### src/tmg_consts.vh
// Constants for the tag memory access guard
// Function
// - Host ownership held until host or watchdog clears it
// - Watchdog expiry silently clears ownership flag
// - Sixteen-bit period, default 848h, 9.43 us
// - Watchdog starts when serial communication begins
// - Expiry mid-transaction waits for transaction end
// - Expiry after transaction clears flag at once
// - Halt watchdog unpowered or contactless-owned idle
// - 32-bit password and 16-bit acknowledge stored
// - Page FFh disables protection, fields writable
// - Protection starts at first protected page
// - Password and acknowledge stored low byte first
// - Password and acknowledge read back as zero
// - Protected fields writable only after verification
// - Limit 000b disables failure counting entirely
// - Count failures, lock at two power limit
// - After lock every verification fails
// - Successful verification clears failure counter
// - Configuration pages protected, level bit selects
// - Status bit shows attempt limit reached
// - Ownership flag reads one, host writable
`ifndef TMG_CONSTS_VH
`define TMG_CONSTS_VH
// -----------------------------------------------
// Register byte offsets
// -----------------------------------------------
`define TMG_OFF_STATUS 5'h00
`define TMG_OFF_PERIOD 5'h04
`define TMG_OFF_CONFIG 5'h08
`define TMG_OFF_PASS 5'h0c
`define TMG_OFF_ACK 5'h10
`define TMG_OFF_FAILS 5'h14
// -----------------------------------------------
// Field positions and reset values
// -----------------------------------------------
`define TMG_ST_OWN 0
`define TMG_ST_RF 1
`define TMG_ST_LIMIT 2
`define TMG_ST_VCC 3
`define TMG_ST_AUTH 4
`define TMG_ST_BUSY 5
`define TMG_CFG_LIM_LSB 8
`define TMG_CFG_LEVEL 11
`define TMG_RST_PERIOD 16'h0848
`define TMG_RST_PAGE 8'hff
`define TMG_RST_LIMIT 3'h0
`define TMG_PAGE_OFF 8'hff
`define TMG_RESP_OKAY 2'h0
`define TMG_RESP_SLVERR 2'h2
// -----------------------------------------------
// Timing
// -----------------------------------------------
`define TMG_CLK_MHZ 50
`define TMG_TICK_NS 9430
`define TMG_TICK_CYC ((`TMG_TICK_NS * `TMG_CLK_MHZ) / 1000)
`endif

### src/tmg_guard.v
// Memory access guard: ownership watchdog and password protection
//
// Design decisions made here: register access over AXI4-Lite and the placing of the registers.
`timescale 1ns/100ps
`include "tmg_consts.vh"
module tmg_guard (
  input wire aclk,
  input wire aresetn,
  // AXI4-Lite register port
  input wire [4:0] s_axi_awaddr,
  input wire s_axi_awvalid,
  output wire s_axi_awready,
  input wire [31:0] s_axi_wdata,
  input wire [3:0] s_axi_wstrb,
  input wire s_axi_wvalid,
  output wire s_axi_wready,
  output reg [1:0] s_axi_bresp,
  output reg s_axi_bvalid,
  input wire s_axi_bready,
  input wire [4:0] s_axi_araddr,
  input wire s_axi_arvalid,
  output wire s_axi_arready,
  output reg [31:0] s_axi_rdata,
  output reg [1:0] s_axi_rresp,
  output reg s_axi_rvalid,
  input wire s_axi_rready,
  // Pins from the serial-bus side
  input wire vcc_powered,
  input wire link_clk,
  input wire link_active,
  // Contactless side, same clock
  input wire contactless_ownership_flag,
  input wire verify_valid,
  input wire [31:0] verify_value,
  output reg verify_done,
  output reg verify_ok,
  output reg [15:0] verify_ack,
  // Memory access check, same clock
  input wire [7:0] access_page,
  input wire access_write,
  output wire access_denied,
  output wire host_owns_memory
);
  // -----------------------------------------------
  // State
  // -----------------------------------------------
  reg owner;
  reg exp_pending;
  reg [15:0] wd_period;
  reg [7:0] first_protected_page;
  reg [2:0] failed_attempt_limit;
  reg protection_level_select;
  reg [31:0] access_password;
  reg [15:0] password_acknowledge;
  reg [7:0] fail_count;
  reg authenticated;
  reg link_clk_d;
  reg in_session;
  wire [2:0] pins;
  wire vcc_s;
  wire link_clk_s;
  wire active_s;
  wire wd_running;
  wire wd_expire;
  wire wd_halt;
  wire sess_start;
  wire prot_on;
  wire limit_reached;
  wire fields_writable;

  tmg_sync #(
    .W(3)
  ) u_sync (
    .aclk(aclk),
    .aresetn(aresetn),
    .d({vcc_powered, link_clk, link_active}),
    .q(pins)
  );

  assign vcc_s = pins[2];
  assign link_clk_s = pins[1];
  assign active_s = pins[0];

  // -----------------------------------------------
  // Helpers
  // -----------------------------------------------
  function lim_hit;
    input [2:0] lim;
    input [7:0] cnt;
    begin
      lim_hit = (lim != 3'h0) && ({1'b0, cnt} >= (9'h001 << lim));
    end
  endfunction

  // Merge one byte lane set into a word
  function [31:0] lanes;
    input [31:0] old;
    input [31:0] nw;
    input [3:0] strb;
    integer i;
    begin
      lanes = old;
      for (i = 0; i < 4; i = i + 1) begin
        if (strb[i]) begin
          lanes[i*8 +: 8] = nw[i*8 +: 8];
        end
      end
    end
  endfunction

  assign prot_on = (first_protected_page != `TMG_PAGE_OFF);
  assign limit_reached = lim_hit(failed_attempt_limit, fail_count);
  assign fields_writable = !prot_on || authenticated;
  assign host_owns_memory = owner;

  // -----------------------------------------------
  // Session detection from the link clock
  // -----------------------------------------------
  // A session begins at the first link clock edge while active
  always @(posedge aclk) begin
    if (!aresetn) begin
      link_clk_d <= 1'b0;
      in_session <= 1'b0;
    end else begin
      link_clk_d <= link_clk_s;
      in_session <= active_s && (in_session || sess_start);
    end
  end

  assign sess_start = active_s && !in_session && link_clk_s && !link_clk_d;

  // -----------------------------------------------
  // Watchdog
  // -----------------------------------------------
  // Powered down, or idle with the contactless side owning memory
  assign wd_halt = !vcc_s || (!owner && contactless_ownership_flag);

  tmg_watchdog u_wd (
    .aclk(aclk),
    .aresetn(aresetn),
    .halt(wd_halt),
    .start(sess_start),
    .period(wd_period),
    .running(wd_running),
    .expire(wd_expire)
  );

  // -----------------------------------------------
  // AXI4-Lite write channel
  // -----------------------------------------------
  reg aw_held;
  reg w_held;
  reg [4:0] aw_addr;
  reg [31:0] w_data;
  reg [3:0] w_strb;
  wire wr_go;

  assign s_axi_awready = !aw_held && !s_axi_bvalid;
  assign s_axi_wready = !w_held && !s_axi_bvalid;
  assign wr_go = aw_held && w_held && !s_axi_bvalid;

  always @(posedge aclk) begin
    if (!aresetn) begin
      aw_held <= 1'b0;
      w_held <= 1'b0;
      aw_addr <= 5'h00;
      w_data <= 32'h00000000;
      w_strb <= 4'h0;
      s_axi_bvalid <= 1'b0;
      s_axi_bresp <= `TMG_RESP_OKAY;
    end else begin
      if (s_axi_awvalid && s_axi_awready) begin
        aw_held <= 1'b1;
        aw_addr <= s_axi_awaddr;
      end
      if (s_axi_wvalid && s_axi_wready) begin
        w_held <= 1'b1;
        w_data <= s_axi_wdata;
        w_strb <= s_axi_wstrb;
      end
      if (wr_go) begin
        aw_held <= 1'b0;
        w_held <= 1'b0;
        s_axi_bvalid <= 1'b1;
        case (aw_addr)
          `TMG_OFF_STATUS, `TMG_OFF_PERIOD, `TMG_OFF_CONFIG,
          `TMG_OFF_FAILS: s_axi_bresp <= `TMG_RESP_OKAY;
          `TMG_OFF_PASS, `TMG_OFF_ACK: begin
            s_axi_bresp <= fields_writable ? `TMG_RESP_OKAY : `TMG_RESP_SLVERR;
          end
          default: s_axi_bresp <= `TMG_RESP_SLVERR;
        endcase
      end else if (s_axi_bvalid && s_axi_bready) begin
        s_axi_bvalid <= 1'b0;
      end
    end
  end

  // -----------------------------------------------
  // Configuration registers
  // -----------------------------------------------
  wire wr_cfg;
  wire wr_pass;
  wire wr_ack;
  wire [31:0] period_merged = lanes({16'h0000, wd_period}, w_data, w_strb);
  wire [31:0] ack_merged = lanes({16'h0000, password_acknowledge}, w_data, {2'b00, w_strb[1:0]});

  assign wr_cfg = wr_go && (aw_addr == `TMG_OFF_CONFIG);
  assign wr_pass = wr_go && (aw_addr == `TMG_OFF_PASS) && fields_writable;
  assign wr_ack = wr_go && (aw_addr == `TMG_OFF_ACK) && fields_writable;

  always @(posedge aclk) begin
    if (!aresetn) begin
      wd_period <= `TMG_RST_PERIOD;
      first_protected_page <= `TMG_RST_PAGE;
      failed_attempt_limit <= `TMG_RST_LIMIT;
      protection_level_select <= 1'b0;
      access_password <= 32'h00000000;
      password_acknowledge <= 16'h0000;
    end else begin
      // Zero period is not a legal setting and is ignored
      if (wr_go && aw_addr == `TMG_OFF_PERIOD) begin
        if (period_merged[15:0] != 16'h0000) begin
          wd_period <= period_merged[15:0];
        end
      end
      if (wr_cfg && w_strb[0]) begin
        first_protected_page <= w_data[7:0];
      end
      if (wr_cfg && w_strb[1]) begin
        failed_attempt_limit <= w_data[`TMG_CFG_LIM_LSB +: 3];
        protection_level_select <= w_data[`TMG_CFG_LEVEL];
      end
      // Lane 0 holds the first byte sent on the link
      if (wr_pass) begin
        access_password <= lanes(access_password, w_data, w_strb);
      end
      if (wr_ack) begin
        password_acknowledge <= ack_merged[15:0];
      end
    end
  end

  // -----------------------------------------------
  // Ownership flag
  // -----------------------------------------------
  wire own_claim;
  wire own_drop;
  wire host_clear;

  assign host_clear = wr_go && (aw_addr == `TMG_OFF_STATUS) && w_strb[0] &&
    !w_data[`TMG_ST_OWN];
  assign own_claim = (sess_start && !contactless_ownership_flag) ||
    (wr_go && (aw_addr == `TMG_OFF_STATUS) && w_strb[0] &&
    w_data[`TMG_ST_OWN] && !contactless_ownership_flag);
  // Expiry during a transaction waits for the transaction to close
  assign own_drop = host_clear || (wd_expire && !active_s) ||
    (exp_pending && !active_s);

  always @(posedge aclk) begin
    if (!aresetn) begin
      owner <= 1'b0;
      exp_pending <= 1'b0;
    end else begin
      if (own_claim) begin
        owner <= 1'b1;
      end else if (own_drop) begin
        owner <= 1'b0;
      end
      exp_pending <= !wd_halt && active_s && (exp_pending || wd_expire);
    end
  end

  // -----------------------------------------------
  // Password verification
  // -----------------------------------------------
  wire match;

  assign match = (verify_value == access_password);

  always @(posedge aclk) begin
    if (!aresetn) begin
      verify_done <= 1'b0;
      verify_ok <= 1'b0;
      verify_ack <= 16'h0000;
      fail_count <= 8'h00;
      authenticated <= 1'b0;
    end else begin
      verify_done <= verify_valid;
      verify_ok <= 1'b0;
      verify_ack <= 16'h0000;
      if (verify_valid) begin
        if (limit_reached) begin
          authenticated <= 1'b0;
        end else if (match) begin
          verify_ok <= 1'b1;
          verify_ack <= password_acknowledge;
          fail_count <= 8'h00;
          authenticated <= 1'b1;
        end else begin
          authenticated <= 1'b0;
          if (failed_attempt_limit != 3'h0) begin
            fail_count <= fail_count + 8'h01;
          end
        end
      end
    end
  end

  // -----------------------------------------------
  // Memory access check
  // -----------------------------------------------
  // Level bit set guards reads too; config pages fall in the range
  assign access_denied = prot_on && (access_page >= first_protected_page) &&
    (access_write || protection_level_select) &&
    (!authenticated || limit_reached);

  // -----------------------------------------------
  // AXI4-Lite read channel
  // -----------------------------------------------
  reg [31:0] rd_word;

  assign s_axi_arready = !s_axi_rvalid;

  always @* begin
    rd_word = 32'h00000000;
    case (s_axi_araddr)
      `TMG_OFF_STATUS: begin
        rd_word[`TMG_ST_OWN] = owner;
        rd_word[`TMG_ST_RF] = contactless_ownership_flag;
        rd_word[`TMG_ST_LIMIT] = limit_reached;
        rd_word[`TMG_ST_VCC] = vcc_s;
        rd_word[`TMG_ST_AUTH] = authenticated;
        rd_word[`TMG_ST_BUSY] = wd_running;
      end
      `TMG_OFF_PERIOD: rd_word[15:0] = wd_period;
      `TMG_OFF_CONFIG: begin
        rd_word[7:0] = first_protected_page;
        rd_word[`TMG_CFG_LIM_LSB +: 3] = failed_attempt_limit;
        rd_word[`TMG_CFG_LEVEL] = protection_level_select;
      end
      // Secrets are never returned
      `TMG_OFF_PASS, `TMG_OFF_ACK: rd_word = 32'h00000000;
      `TMG_OFF_FAILS: rd_word[7:0] = fail_count;
      default: rd_word = 32'h00000000;
    endcase
  end

  always @(posedge aclk) begin
    if (!aresetn) begin
      s_axi_rvalid <= 1'b0;
      s_axi_rdata <= 32'h00000000;
      s_axi_rresp <= `TMG_RESP_OKAY;
    end else begin
      if (s_axi_arvalid && s_axi_arready) begin
        s_axi_rvalid <= 1'b1;
        s_axi_rdata <= rd_word;
        case (s_axi_araddr)
          `TMG_OFF_STATUS, `TMG_OFF_PERIOD, `TMG_OFF_CONFIG, `TMG_OFF_PASS,
          `TMG_OFF_ACK, `TMG_OFF_FAILS: s_axi_rresp <= `TMG_RESP_OKAY;
          default: s_axi_rresp <= `TMG_RESP_SLVERR;
        endcase
      end else if (s_axi_rvalid && s_axi_rready) begin
        s_axi_rvalid <= 1'b0;
      end
    end
  end
endmodule

### src/tmg_sync.v
// Two-stage synchroniser for inputs from outside the clock domain
`timescale 1ns/100ps
module tmg_sync #(
  parameter W = 1
) (
  input wire aclk,
  input wire aresetn,
  input wire [W-1:0] d,
  output reg [W-1:0] q
);
  reg [W-1:0] meta;

  always @(posedge aclk) begin
    if (!aresetn) begin
      meta <= {W{1'b0}};
      q <= {W{1'b0}};
    end else begin
      meta <= d;
      q <= meta;
    end
  end
endmodule

### src/tmg_watchdog.v
// Watchdog tick divider and period counter
`timescale 1ns/100ps
`include "tmg_consts.vh"
module tmg_watchdog (
  input wire aclk,
  input wire aresetn,
  input wire halt,
  input wire start,
  input wire [15:0] period,
  output reg running,
  output reg expire
);
  localparam [31:0] TICK_FULL = `TMG_TICK_CYC - 1;
  localparam [15:0] TICK_LAST = TICK_FULL[15:0];
  reg [15:0] div;
  reg [15:0] ticks;
  wire tick;

  assign tick = (div == TICK_LAST);

  // Halt resets everything, so a new start always counts a full period
  always @(posedge aclk) begin
    if (!aresetn || halt) begin
      div <= 16'h0000;
      ticks <= 16'h0000;
      running <= 1'b0;
      expire <= 1'b0;
    end else begin
      expire <= 1'b0;
      if (start && !running) begin
        running <= 1'b1;
        div <= 16'h0000;
        ticks <= 16'h0000;
      end else if (running) begin
        div <= tick ? 16'h0000 : div + 16'h0001;
        if (tick) begin
          if (ticks + 16'h0001 >= period) begin
            running <= 1'b0;
            expire <= 1'b1;
          end else begin
            ticks <= ticks + 16'h0001;
          end
        end
      end
    end
  end
endmodule
### config.mk
export PLATFORM = sky130hd
export DESIGN_NAME = tmg_guard
export DESIGN_NICKNAME = d
export VERILOG_FILES = /design/src/tmg_guard.v /design/src/tmg_sync.v /design/src/tmg_watchdog.v
export VERILOG_INCLUDE_DIRS = /design/src
export SDC_FILE = /design/constraint.sdc
export NUM_CORES = 1
export LEC_CHECK = 0
export BUFFER_PORTS_ARGS = -buffer_cell sky130_fd_sc_hd__buf_2
export CAP_MARGIN = 20
export CORE_MARGIN = 3
export CORE_UTILIZATION = 51
export CTS_CLUSTER_SIZE = 8
export DETAILED_ROUTE_END_ITERATION = 7
export PLACE_DENSITY = 0.82
export REMOVE_ABC_BUFFERS = 1
export SYNTH_ARGS = -nofsm -noshare
export SYNTH_HDL_FRONTEND = slang
export SYNTH_SLANG_ARGS = --single-unit
### constraint.sdc
create_clock -name aclk -period 3 [get_ports aclk]
set_clock_uncertainty 0.05 [all_clocks]
set_input_delay 0.3 -clock aclk [delete_from_list [all_inputs] [get_ports aclk]]
set_output_delay 0.3 -clock aclk [all_outputs]
set_load 0.005 [all_outputs]
# After elaboration in Yosys (flattened, before gate mapping)
# Index checks and enable logic that the tools add are counted.
dict set report word_totals {
  word_cells 175
  out_inout_bits 61
  in_bits 99
  register_bits 212
}
dict set report op_classes {
  addsub 3
  eq_ne 13
  bitwise_logic 7
  order_cmp 3
  shift 1
  reduce_logical 88
  mux 25
}
# operator n
set op_table {}
lappend op_table {{$logic_and 1x1->1} 37}
lappend op_table {{$add 16x1->16 const B} 2}
lappend op_table {{$eq 32x32->1} 1}
lappend op_table {{$mux 8} 4}
lappend op_table {{$pmux 6 s4} 1}
lappend op_table {{$eq 5x4->1 const B} 4}
lappend op_table {{$eq 5x5->1 const B} 4}
lappend op_table {{$eq 16x9->1 const B} 1}
lappend op_table {{$ge 16x16->1} 1}
lappend op_table {{$logic_not 1->1} 16}
lappend op_table {{$mux 16} 1}
lappend op_table {{$reduce_and 2->1} 8}
lappend op_table {{$reduce_bool 16->1} 1}
lappend op_table {{$mux 1} 13}
lappend op_table {{$reduce_or 4->1} 3}
lappend op_table {{$eq 5x3->1 const B} 2}
lappend op_table {{$logic_not 5->1} 2}
lappend op_table {{$logic_or 1x1->1} 10}
lappend op_table {{$ge 8x9->1} 1}
lappend op_table {{$shl 1x3->9 const A} 1}
lappend op_table {{$add 8x1->8 const B} 1}
lappend op_table {{$ge 8x8->1} 1}
lappend op_table {{$ne 8x8->1 const B} 1}
lappend op_table {{$pmux 4 s2} 1}
lappend op_table {{other kinds (10)} 23}

# Depth between registers and ports, before layout
# Gate-level depths: netlist of the first run.
dict set report depth {
  depth_word 9
  ltp_mapped 14
  depth_no_buf 13
}

# Hierarchy
# A second synthesis of the first run with hierarchy kept.
dict set report hier_totals {
  hier_cells 1131
  area_unflattened_um2 10093.4
}
# mod cells_each instances seq_area_each_um2 area_per_inst_um2
set by_module_without_submodules {}
lappend by_module_without_submodules {tmg_guard 841 1 3403.3 7713.6}
lappend by_module_without_submodules {tmg_watchdog 278 1 680.7 2222.1}
lappend by_module_without_submodules {tmg_sync 12 1 120.1 157.7}

# Worst setup path after synthesis of the first run
# OpenSTA, ideal clock, no wires.
dict set report synth_path {
  path_kind {register -> register}
  startpoint {register u_wd.ticks[2]}
  endpoint {register u_wd.ticks[12]}
  arrival_ps 2961
  setup_ps 70
  period_less_slack_ps 3081
  stages_incl_launch_ff 14
  setup_slack_ps -81
  cell_sequence {dfxtp_1 -> and3_1 -> and3_1 -> and4_1 -> nand3_1 -> xnor2_1 -> ha_1 -> a21o_1 -> a21o_1 -> a2111oi_2 -> o311ai_1 -> buf_2 -> or3_1 -> a21oi_1}
}
dict set report synth_between {
  elab_chain_cells 4
}
# item line_no
set synth_rtl {}
lappend synth_rtl {{from (decl)} tmg_watchdog.v:16} ;# reg [15:0] ticks;
lappend synth_rtl {{from (signal assigned)} tmg_watchdog.v:41} ;# ticks <= ticks + 16'h0001;
lappend synth_rtl {{$add 16x1->16 *} {tmg_watchdog.v:37, tmg_watchdog.v:41}}
lappend synth_rtl {{$ge 16x16->1} tmg_watchdog.v:37} ;# if (ticks + 16'h0001 >= period) begin
lappend synth_rtl {{$not 1->1 (no line)} --}
lappend synth_rtl {{$reduce_and 3->1 (no line)} --}
# Mark *: on every way between the ends. The rest lies on a longest branch, timed or not.
# A chain may end at the register's enable or synchronous reset.

# Worst setup path in the final report of the first run
dict set report layout_path {
  startpoint {register u_wd.ticks[0]}
  endpoint {register u_wd.ticks[8]}
}
# The elaborated chain is that of the path after synthesis.

==> results of run 1 <==
-- cells in the final DEF (no fill, tap or decap), types with 4 or more instances in the layout --
cell type	count
a21boi_0	78
a21o_1	6
a21oi_1	23
a21oi_2	10
a221oi_1	4
and2_1	33
and3_1	7
buf_2	141
buf_4	56
buf_6	5
clkbuf_16	31
conb_1	18
dfxtp_1	205
dfxtp_2	4
dlygate4sd3_1	45
ha_1	33
inv_1	39
mux2i_1	52
nand2_1	184
nand2b_1	9
nand3_1	24
nand3b_1	4
nand4_1	20
nor2_1	42
nor2b_1	40
nor3_1	8
nor3b_1	7
nor4_1	7
o211a_1	8
o211ai_1	7
o21ai_0	33
o21ai_1	4
o221ai_1	6
o31ai_1	6
or3_1	12
or3_4	5
or4_1	5
xnor2_1	49
xor2_1	11
-- area by class of cell --
type | count | area (um^2)
inverters | 39 | 146
repair buffers | 250 | 1690
fillers | 1419 | 6240
clock buffers | 30 | 751
flip-flops and latches | 210 | 4210
clock inverters | 2 | 38.8
well taps | 260 | 325
multi-input cells | 813 | 5490
-- worst max path at each step --
stage	slack [ns]	end	depth (start not counted)	startpoint
after global routing	-0.53	u_wd.ticks[1]	15	u_wd.ticks[1]
after global placement	-0.15	u_wd.ticks[4]	13	u_wd.ticks[1]
after floorplan	-0.85	u_wd.ticks[1]	13	u_wd.ticks[0]
after detailed placement	-0.32	u_wd.ticks[7]	13	u_wd.ticks[0]
after CTS	-0.19	access_denied	10	failed_attempt_limit[1]
final	-0.46	u_wd.ticks[8]	13	u_wd.ticks[0]
-- metrics by stage --
step	TNS [ns]	power [uW]
3_3_place_gp	-2.04	3340
6_report	-7.46	6250
2_1_floorplan	-13.01	3140
5_1_grt	-8.74	6450
3_5_place_dp	-4.47	3350
4_1_cts	-2.86	6280
-- power breakdown --
| group | internal, uW | switching [uW] | total, uW |
|---|---|---|---|
| Sequential | 2860 | 66.5 | 2920 |
| Combinational | 215 | 220 | 435 |
| Clock | 1750 | 1140 | 2890 |
-- cell families (layout without fill, tap and decap cells) --
kind of cell	after synthesis	after routing	share of synthesized area
other	1	18	0.000380
AO/OA/AOI/OAI	206	206	0.144
flip-flops	210	210	0.426
buffers and inverters	109	321	0.0494
multiplexers	52	52	0.0527
XOR/XNOR	62	62	0.0550
adder cells (fa/ha/maj)	36	36	0.0456
AND/OR/NAND/NOR	439	439	0.227
-- timing repair --
action / in CTS / in global routing
gates resized for setup: 23 / 40
cloned: 1 / 2
setup buffers: 5 / 10
endpoints found under the hold margin: 44 / 0
endpoints found under the setup margin: 19 / 24
hold buffers: 45 / 0
pin swaps: 11 / 18
-- worst register-to-register path: cells and delay by family, from the launching register on --
family / cells / cell delay (ns)
and+or+nand+nor: 5 / 1.05
AOI/OAI and AO/OA: 4 / 1.04
adders and majority gates: 2 / 0.49
DFF: 1 / 0.34
xor gates and xnor gates: 1 / 0.21
buffers and inverters: 1 / 0.20
-- registers in the layout (all words and copies together), names as in the netlist, 16 cells and up --
signal	cells
access_password	32
password_acknowledge	16
s_axi_rdata	16
u_wd.div	16
u_wd.ticks	16
verify_ack	16
w_data	32
wd_period	16
-- per-layer routing --
metal | wire length, um | global-route usage
met5 | 0 | 0
met4 | 1560 | 0.109
met3 | 1470 | 0.0372
met2 | 13400 | 0.412
met1 | 11400 | 0.305
==> qor.csv, run 1 <==
metric,value,unit
crit path buf inv count,1,
vias in the first global route,8558,
clk slew on worst S/H paths,0.05,ns
failing checks,setup timing,
hold slack final,0.0172,ns
Place WS,-0.320,ns
grt ovf,0,
cell taking the most area after synthesis,dfxtp_1,
final setup fails,19,
HPWL after DPL,18100,um
die area,21100,um^2
post-synthesis sequential element count,210,
# clock sinks,210,
post-layout minimum cycle time,3.46,ns
HP Class,in2reg,
final hold vios,0,
Yosys warning count,0,
Worst Hold Path EP,aw_addr[0],
Area contributors post-synth,"dfxtp_1 (43%), nand2_1 (7.0%), a21boi_0 (5.9%), mux2i_1 (5.3%), ha_1 (4.6%)",
CTS Buf Count,30,
Clock Tree Buf Depth,3,
crit end category,flop,
final RePlAce weighted congestion,0.873,
I/O Buffers,141,
worst skew pair latency,0.55,ns
CTS tree,built,
Mapped Cells,1115,
# DRC,0,
Starting Density,0.523,
status,"complete, but fails checks",
area delta synth->final,28.1,%
worst hold path depth,3,
syn avg cell area,8.86,um^2
RSZ-0062 raised after global routing,yes,
total routed wirelength,27800,um
"EDFF count, synth",0,
worst setup margin,-0.461,ns
Hold Startpoint,s_axi_awaddr[0],
diodes inserted,0,
R2R Path Start,u_wd.ticks[0],
CP required,3.42,ns
sequential area share after synthesis,0.426,
Vias,8908,
Async SR Flop Fraction,0,
DR iter-0 viols,763,
Slew @ Worst Pin,0.858,ns
I/O pin cnt,160,
die width,145,um
placed cell areas,11000,um^2
ys flop type,dfxtp_1,
fin nets,1479,
Leak,0.00506,uW
WL/cell,17.3,um
Slew HR,0.425,
DP Cell Count,1511,
critical path peak fanout,8,
Routed Antenna Nets,0,
largest net degree at the start of global routing,83,
Total GRT Usage,0.242,
synth cell count leaders,"dfxtp_1 (210), nand2_1 (185), a21boi_0 (78), mux2i_1 (52), xnor2_1 (51)",
final count of pins violating max slew,0,
period utilization,1.15,
Yosys top cell area share,0.426,
fin util,0.670,
initial antenna violation count,0,
final instance area,12600,um^2
post-synthesis instance area,9880,um^2
PwrDens,494,nW/um^2
Die H,145,um
Clock Root Buffer,clkbuf_16,
worst reg2reg endpoint,u_wd.ticks[8],
f_max,289,MHz
Crit Path Class,reg2reg,
r2r setup slk,-0.46,ns
Top delay family on crit path,simple AND/OR/NAND/NOR gates,
first-pass GRT wire length,42700,um
Worst path slowest cell,a2111oi_4,
critical path cell sequence,ha_2 > and3_4 > nand4_1 > nor2_4 > nand2_1 > xnor2_1 > ha_1 > a21o_1 > a2111oi_4 > o311ai_4 > buf_6 > or3_4 > a21oi_2,
DRT Pass-1 Iters,5,
most frequent cell after synthesis,dfxtp_1,
Final Non-Filler Cells,1604,
post-synth cell types,62,
R2R cell count,13,
crit path DAT,3.89,ns
VDD IR max,0.000407,V
CTS H-Tree Depth,1,
share of layout cells above drive strength 1,0.221,
CP peak stage delay,0.43,ns
Max Cap Violations,0,
Rows,50,
vias per cell,5.55,
CP Launch Type,flop,
core outline area,18900,um^2
Power figures use the tool's default switching activity.
==> run 2, diff against run 1 <==
- CORE_UTILIZATION: 51 -> 57
- PLACE_DENSITY: 0.82 -> 0.86
- clock period: 3 -> 3.82 ns (I/O delays scaled with it)
==> run 2 against run 1 <==
Against the previous run: the run now ends clean; sequential power down 21%; sequential share of layout area up 3.4 points; power fell by 23%; worst setup slack improved by 0.70 ns; critical path depth up 1; non-clock buffer count shrank 99; die area shrank 10%; sequential cell count unchanged; utilization up 1.4 points; clock power is 23% lower; critical path type unchanged; largest power group unchanged.
==> qor.csv, run 2 (synthesized netlist as in run 1, its figures left out) <==
metric,value,unit
Leak,0.00454,uW
fin nets,1380,
crit path DAT,3.98,ns
CP required,4.22,ns
grt ovf,0,
crit end category,flop,
worst reg2reg endpoint,u_wd.ticks[7],
# DRC,0,
critical path peak fanout,30,
share of layout cells above drive strength 1,0.160,
internal power,3740,uW
Vias,8331,
Rows,47,
WL/cell,16.8,um
Slew HR,0.311,
initial antenna violation count,0,
I/O pin cnt,160,
Place WS,0.355,ns
Flop pwr share,0.477,
clock power share,0.463,
worst setup margin,0.243,ns
Starting Density,0.589,
Total GRT Usage,0.259,
Comb power frac,0.060,
status,"finished, final reports clean",
fin util,0.684,
R2R cell count,14,
CTS H-Tree Depth,1,
final hold vios,0,
first-pass GRT wire length,39500,um
die area,18900,um^2
f_max,280,MHz
clk slew on worst S/H paths,0.05,ns
Crit Path Class,reg2reg,
DRT Pass-1 Iters,5,
# clock sinks,210,
PwrDens,421,nW/um^2
Max Cap Violations,0,
Slew @ Worst Pin,1.03,ns
post-layout minimum cycle time,3.58,ns
"most common cell after layout, fill and taps aside",dfxtp_1,
Hold Startpoint,s_axi_wdata[18],
R2R Path Start,u_wd.ticks[1],
vias per cell,5.69,
largest net degree at the start of global routing,91,
Clock Tree Buf Depth,3,
vias in the first global route,8068,
worst hold path depth,3,
Worst Hold Path EP,w_data[18],
I/O Buffers,141,
CP peak stage delay,0.38,ns
period utilization,0.936,
Setup TNS Final,0,ns
Routed Antenna Nets,0,
net switching power,1080,uW
critical path cell sequence,ha_2 > and3_1 > nand4_1 > nor2_2 > nand2_1 > xnor2_1 > ha_1 > nand4_1 > o31ai_1 > a2111oi_2 > o311ai_2 > buf_4 > or3_1 > a21oi_1,
Worst path slowest cell,dfxtp_1,
final count of pins violating max slew,0,
CTS tree,built,
Die H,138,um
VDD IR max,0.000336,V
DR iter-0 viols,655,
total routed wirelength,24600,um
HPWL after DPL,17300,um
Net Sw Frac,0.223,
CP Launch Type,flop,
die width,138,um
Clock Root Buffer,clkbuf_16,
Top Registers,"access_password (32), w_data (32)",
final setup fails,0,
final RePlAce weighted congestion,0.867,
hold slack final,0.0520,ns
RSZ-0062 raised after global routing,no,
core outline area,16800,um^2
total power,4820,uW
area delta synth->final,16.0,%
HP Class,in2reg,
CTS Buf Count,30,
worst skew pair latency,0.53,ns
diodes inserted,0,
r2r setup slk,0.24,ns
CP most frequent cell,nand4_1,
"commonest cells after routing, fill and taps aside","dfxtp_1 (209), nand2_1 (185), buf_2 (140)",
## run 2: metrics by stage
step	area, um^2	cells
3_3_place_gp	10600	1430
3_5_place_dp	10600	1430
4_1_cts	11500	1465
6_report	11500	1465
2_1_floorplan	9600	1062
5_1_grt	11500	1465
## run 2: worst max-delay path: cells and delay by family, from the launching register on
kind | cells | cell delay [ns]
AOI/OAI and AO/OA | 4 | 0.84
xor gates and xnor gates | 1 | 0.21
adders and majority gates | 2 | 0.52
buffers and inverters | 1 | 0.24
DFF | 1 | 0.38
and+or+nand+nor | 6 | 1.23
## run 2: worst max path at each step
stage / start / endpoint / slack, ns / cells past startpoint
final: u_wd.ticks[1] / u_wd.ticks[7] / 0.24 / 14
after global routing: u_wd.ticks[1] / u_wd.ticks[7] / 0.005 / 14
after CTS: u_wd.ticks[0] / u_wd.ticks[7] / 0.20 / 14
after detailed placement: u_wd.ticks[0] / u_wd.ticks[7] / 0.35 / 14
after global placement: u_wd.ticks[2] / u_wd.ticks[15] / 0.53 / 13
after floorplan: u_wd.ticks[0] / u_wd.ticks[1] / -0.03 / 13
## run 2: layout make-up
cell class,instances,area (um^2)
fill,1330,5300
multi-input combinational,813,5270
sequential,210,4210
timing repair buffer,151,791
clock buffer,30,751
tap,220,275
inverter,39,146
clock inverter,2,25.0
## run 2: power groups by stage
stage	Combinational (uW)	Sequential, uW	Clock, uW
after floorplan	149	2320	0
after global placement	280	2340	0
after detailed placement	285	2340	0
after CTS	290	2300	2270
after global routing	321	2300	2380
final	290	2300	2230
## run 2: metal layers
layer,vias up,share of wire,track usage
met4,0,0.047,0.115
met3,82,0.071,0.0362
met2,358,0.48,0.434
li1,4045,-,-
met1,3846,0.41,0.330
met5,-,0,0
## run 2: what timing repair did
item	4_1_cts	5_1_grt
resized for setup	0	3
setup endpoints to repair	0	14
hold buffers	3	0
buffers inserted	0	0
hold endpoints to repair	3	0
==> run 3, diff against run 2 <==
- ABC_AREA: unset -> 1
- GPL_ROUTABILITY_DRIVEN: unset -> 0
- TNS_END_PERCENT: unset -> 1
==> run 3 against run 2 <==
Against the previous run: cell count up 22%; worst setup slack better by 0.22 ns; synthesized cell count up 29%; global-route usage up 0.079 points; count of clock-buffer cells in the layout up 1; sequential cell count unchanged; power up 2.3%; area after synthesis up 4.3%; sequential power about the same; largest cell class unchanged.
==> qor.csv, run 3 <==
metric,value,unit
status,"finished, final reports clean",
worst skew pair latency,0.54,ns
post-synthesis instance area,10300,um^2
hold slack final,0.0466,ns
critical path peak fanout,26,
R2R Path Start,u_wd.ticks[0],
syn avg cell area,7.18,um^2
core outline area,17500,um^2
area delta synth->final,14.8,%
post-synthesis sequential element count,210,
Top Registers,"access_password (32), w_data (32)",
Setup TNS Final,0,ns
clk slew on worst S/H paths,0.05,ns
r2r setup slk,0.46,ns
"EDFF count, synth",0,
CP startpoint,u_wd.ticks[0],
VDD IR max,0.000435,V
# DRC,0,
Max Cap Violations,0,
ys flop type,dfxtp_1,
die area,19700,um^2
Crit Path Class,reg2reg,
CTS H-Tree Depth,1,
Slew HR,0.447,
initial antenna violation count,3,
Rows,48,
Leak,0.00520,uW
die width,140,um
CTS Buf Count,30,
final setup fails,0,
DR iter-0 viols,837,
CTS tree,built,
final hold vios,0,
crit path DAT,3.73,ns
Slew @ Worst Pin,0.830,ns
CTS resizes,0,
Clock Tree Buf Depth,3,
I/O pin cnt,160,
sequential area share after synthesis,0.408,
grt ovf,0,
"commonest cells after routing, fill and taps aside","nand2_1 (324), dfxtp_1 (210), inv_1 (176)",
largest net degree at the start of global routing,88,
CP Launch Type,flop,
period utilization,0.880,
crit end category,flop,
total routed wirelength,26600,um
post-layout minimum cycle time,3.36,ns
Vias,9933,
RSZ-0062 raised after global routing,no,
HP Class,in2reg,
Die H,140,um
Mapped Cells,1435,
post-synth cell types,43,
Starting Density,0.589,
fin util,0.676,
Clock Root Buffer,clkbuf_16,
Yosys top cell area share,0.408,
f_max,297,MHz
Yosys warning count,0,
Total GRT Usage,0.259,
"most common cell after layout, fill and taps aside",nand2_1,
PwrDens,417,nW/um^2
WL/cell,14.8,um
Area contributors post-synth,"dfxtp_1 (41%), nand2_1 (12%), a21oi_1 (6.6%), inv_1 (6.4%), nor2_1 (5.7%)",
I/O Buffers,141,
Critical Path End,u_wd.ticks[12],
HPWL after DPL,18700,um
CP required,4.19,ns
synth cell count leaders,"nand2_1 (324), dfxtp_1 (210), inv_1 (176), nor2_1 (157), a21oi_1 (136)",
fin nets,1699,
share of layout cells above drive strength 1,0.142,
Routed Antenna Nets,0,
DRT Pass-1 Iters,5,
final count of pins violating max slew,0,
# clock sinks,210,
most frequent cell after synthesis,nand2_1,
Async SR Flop Fraction,0,
cell taking the most area after synthesis,dfxtp_1,
vias per cell,5.55,
R2R cell count,13,
first-pass GRT wire length,43400,um
Post CTS Setup Buffer Count,0,
vias in the first global route,9192,
filler instances,1455,
worst reg2reg endpoint,u_wd.ticks[12],
==> run 3: worst min path at each step <==
| stage | start | end | cells after the start |
|---|---|---|---|
| after floorplan | u_sync.meta[0] | u_sync.q[0] | 2 |
| after global placement | u_sync.meta[1] | u_sync.q[1] | 2 |
| after detailed placement | u_sync.meta[2] | u_sync.q[2] | 2 |
| after CTS | s_axi_wdata[24] | w_data[24] | 3 |
| after global routing | s_axi_bready | s_axi_bvalid | 4 |
| final | verify_valid | authenticated | 2 |
==> run 3: through the flow <==
stage	power, uW	area (um^2)	setup slack [ns]	cells
4_1_cts	4950	11800	0.523	1790
3_5_place_dp	2700	11000	0.526	1754
6_report	4930	11800	0.458	1791
5_1_grt	5090	11800	0.125	1790
2_1_floorplan	2530	9970	1.07	1381
3_3_place_gp	2690	11000	0.705	1754
==> run 3: kinds of logic (layout without fill, tap and decap cells) <==
group	count (synthesis)	in the layout	share of synthesized area
and+or+nand+nor	640	640	0.276
AOI/OAI and AO/OA	262	262	0.139
buffers and inverters	253	366	0.104
DFF	210	210	0.408
adders and majority gates	36	36	0.0437
xor gates and xnor gates	33	33	0.0281
other	1	19	0.000364
==> run 3: where the power goes <==
| part | internal, uW | switching (uW) | total (uW) |
|---|---|---|---|
| logic | 127 | 223 | 349 |
| clock network | 1370 | 893 | 2260 |
| registers | 2260 | 62.5 | 2320 |
| total | 3750 | 1180 | 4930 |
==> run 3: worst max-delay path: stages (launching register included) <==
cell and delay, ns:
dfxtp_1 0.39, ha_1 0.22, nand3_1 0.15, nor2_1 0.24, nand4_1 0.19, o21ai_0 0.19
nand2_1 0.10, ha_1 0.29, nand2_1 0.10, o21ai_0 0.09, a21oi_1 0.21, nand4_2 0.55
o21ai_0 0.40, nor2_1 0.07
==> run 3: what timing repair did <==
action,CTS,global route
hold endpoints to repair,3,0
hold buffers,3,0
setup endpoints to repair,0,0
==> run 3: final cells by class <==
class / count / area, um^2 / area share
flip-flops and latches: 210 / 4200 / 0.356
multi-input cells: 989 / 5080 / 0.430
inverters: 182 / 683 / 0.0578
well taps: 225 / 282 / 0.0238
clock inverters: 2 / 23.8 / 0.00201
diodes: 1 / 2.50 / 0.000212
clock buffers: 31 / 754 / 0.0638
repair buffers: 151 / 788 / 0.0667
==> run 3: layer usage <==
layer | share of wire | track usage | vias up
met5 | 0.00087 | 0 | -
met4 | 0.042 | 0.106 | 6
met3 | 0.087 | 0.0526 | 95
met2 | 0.46 | 0.419 | 441
met1 | 0.41 | 0.340 | 4504
li1 | - | - | 4887
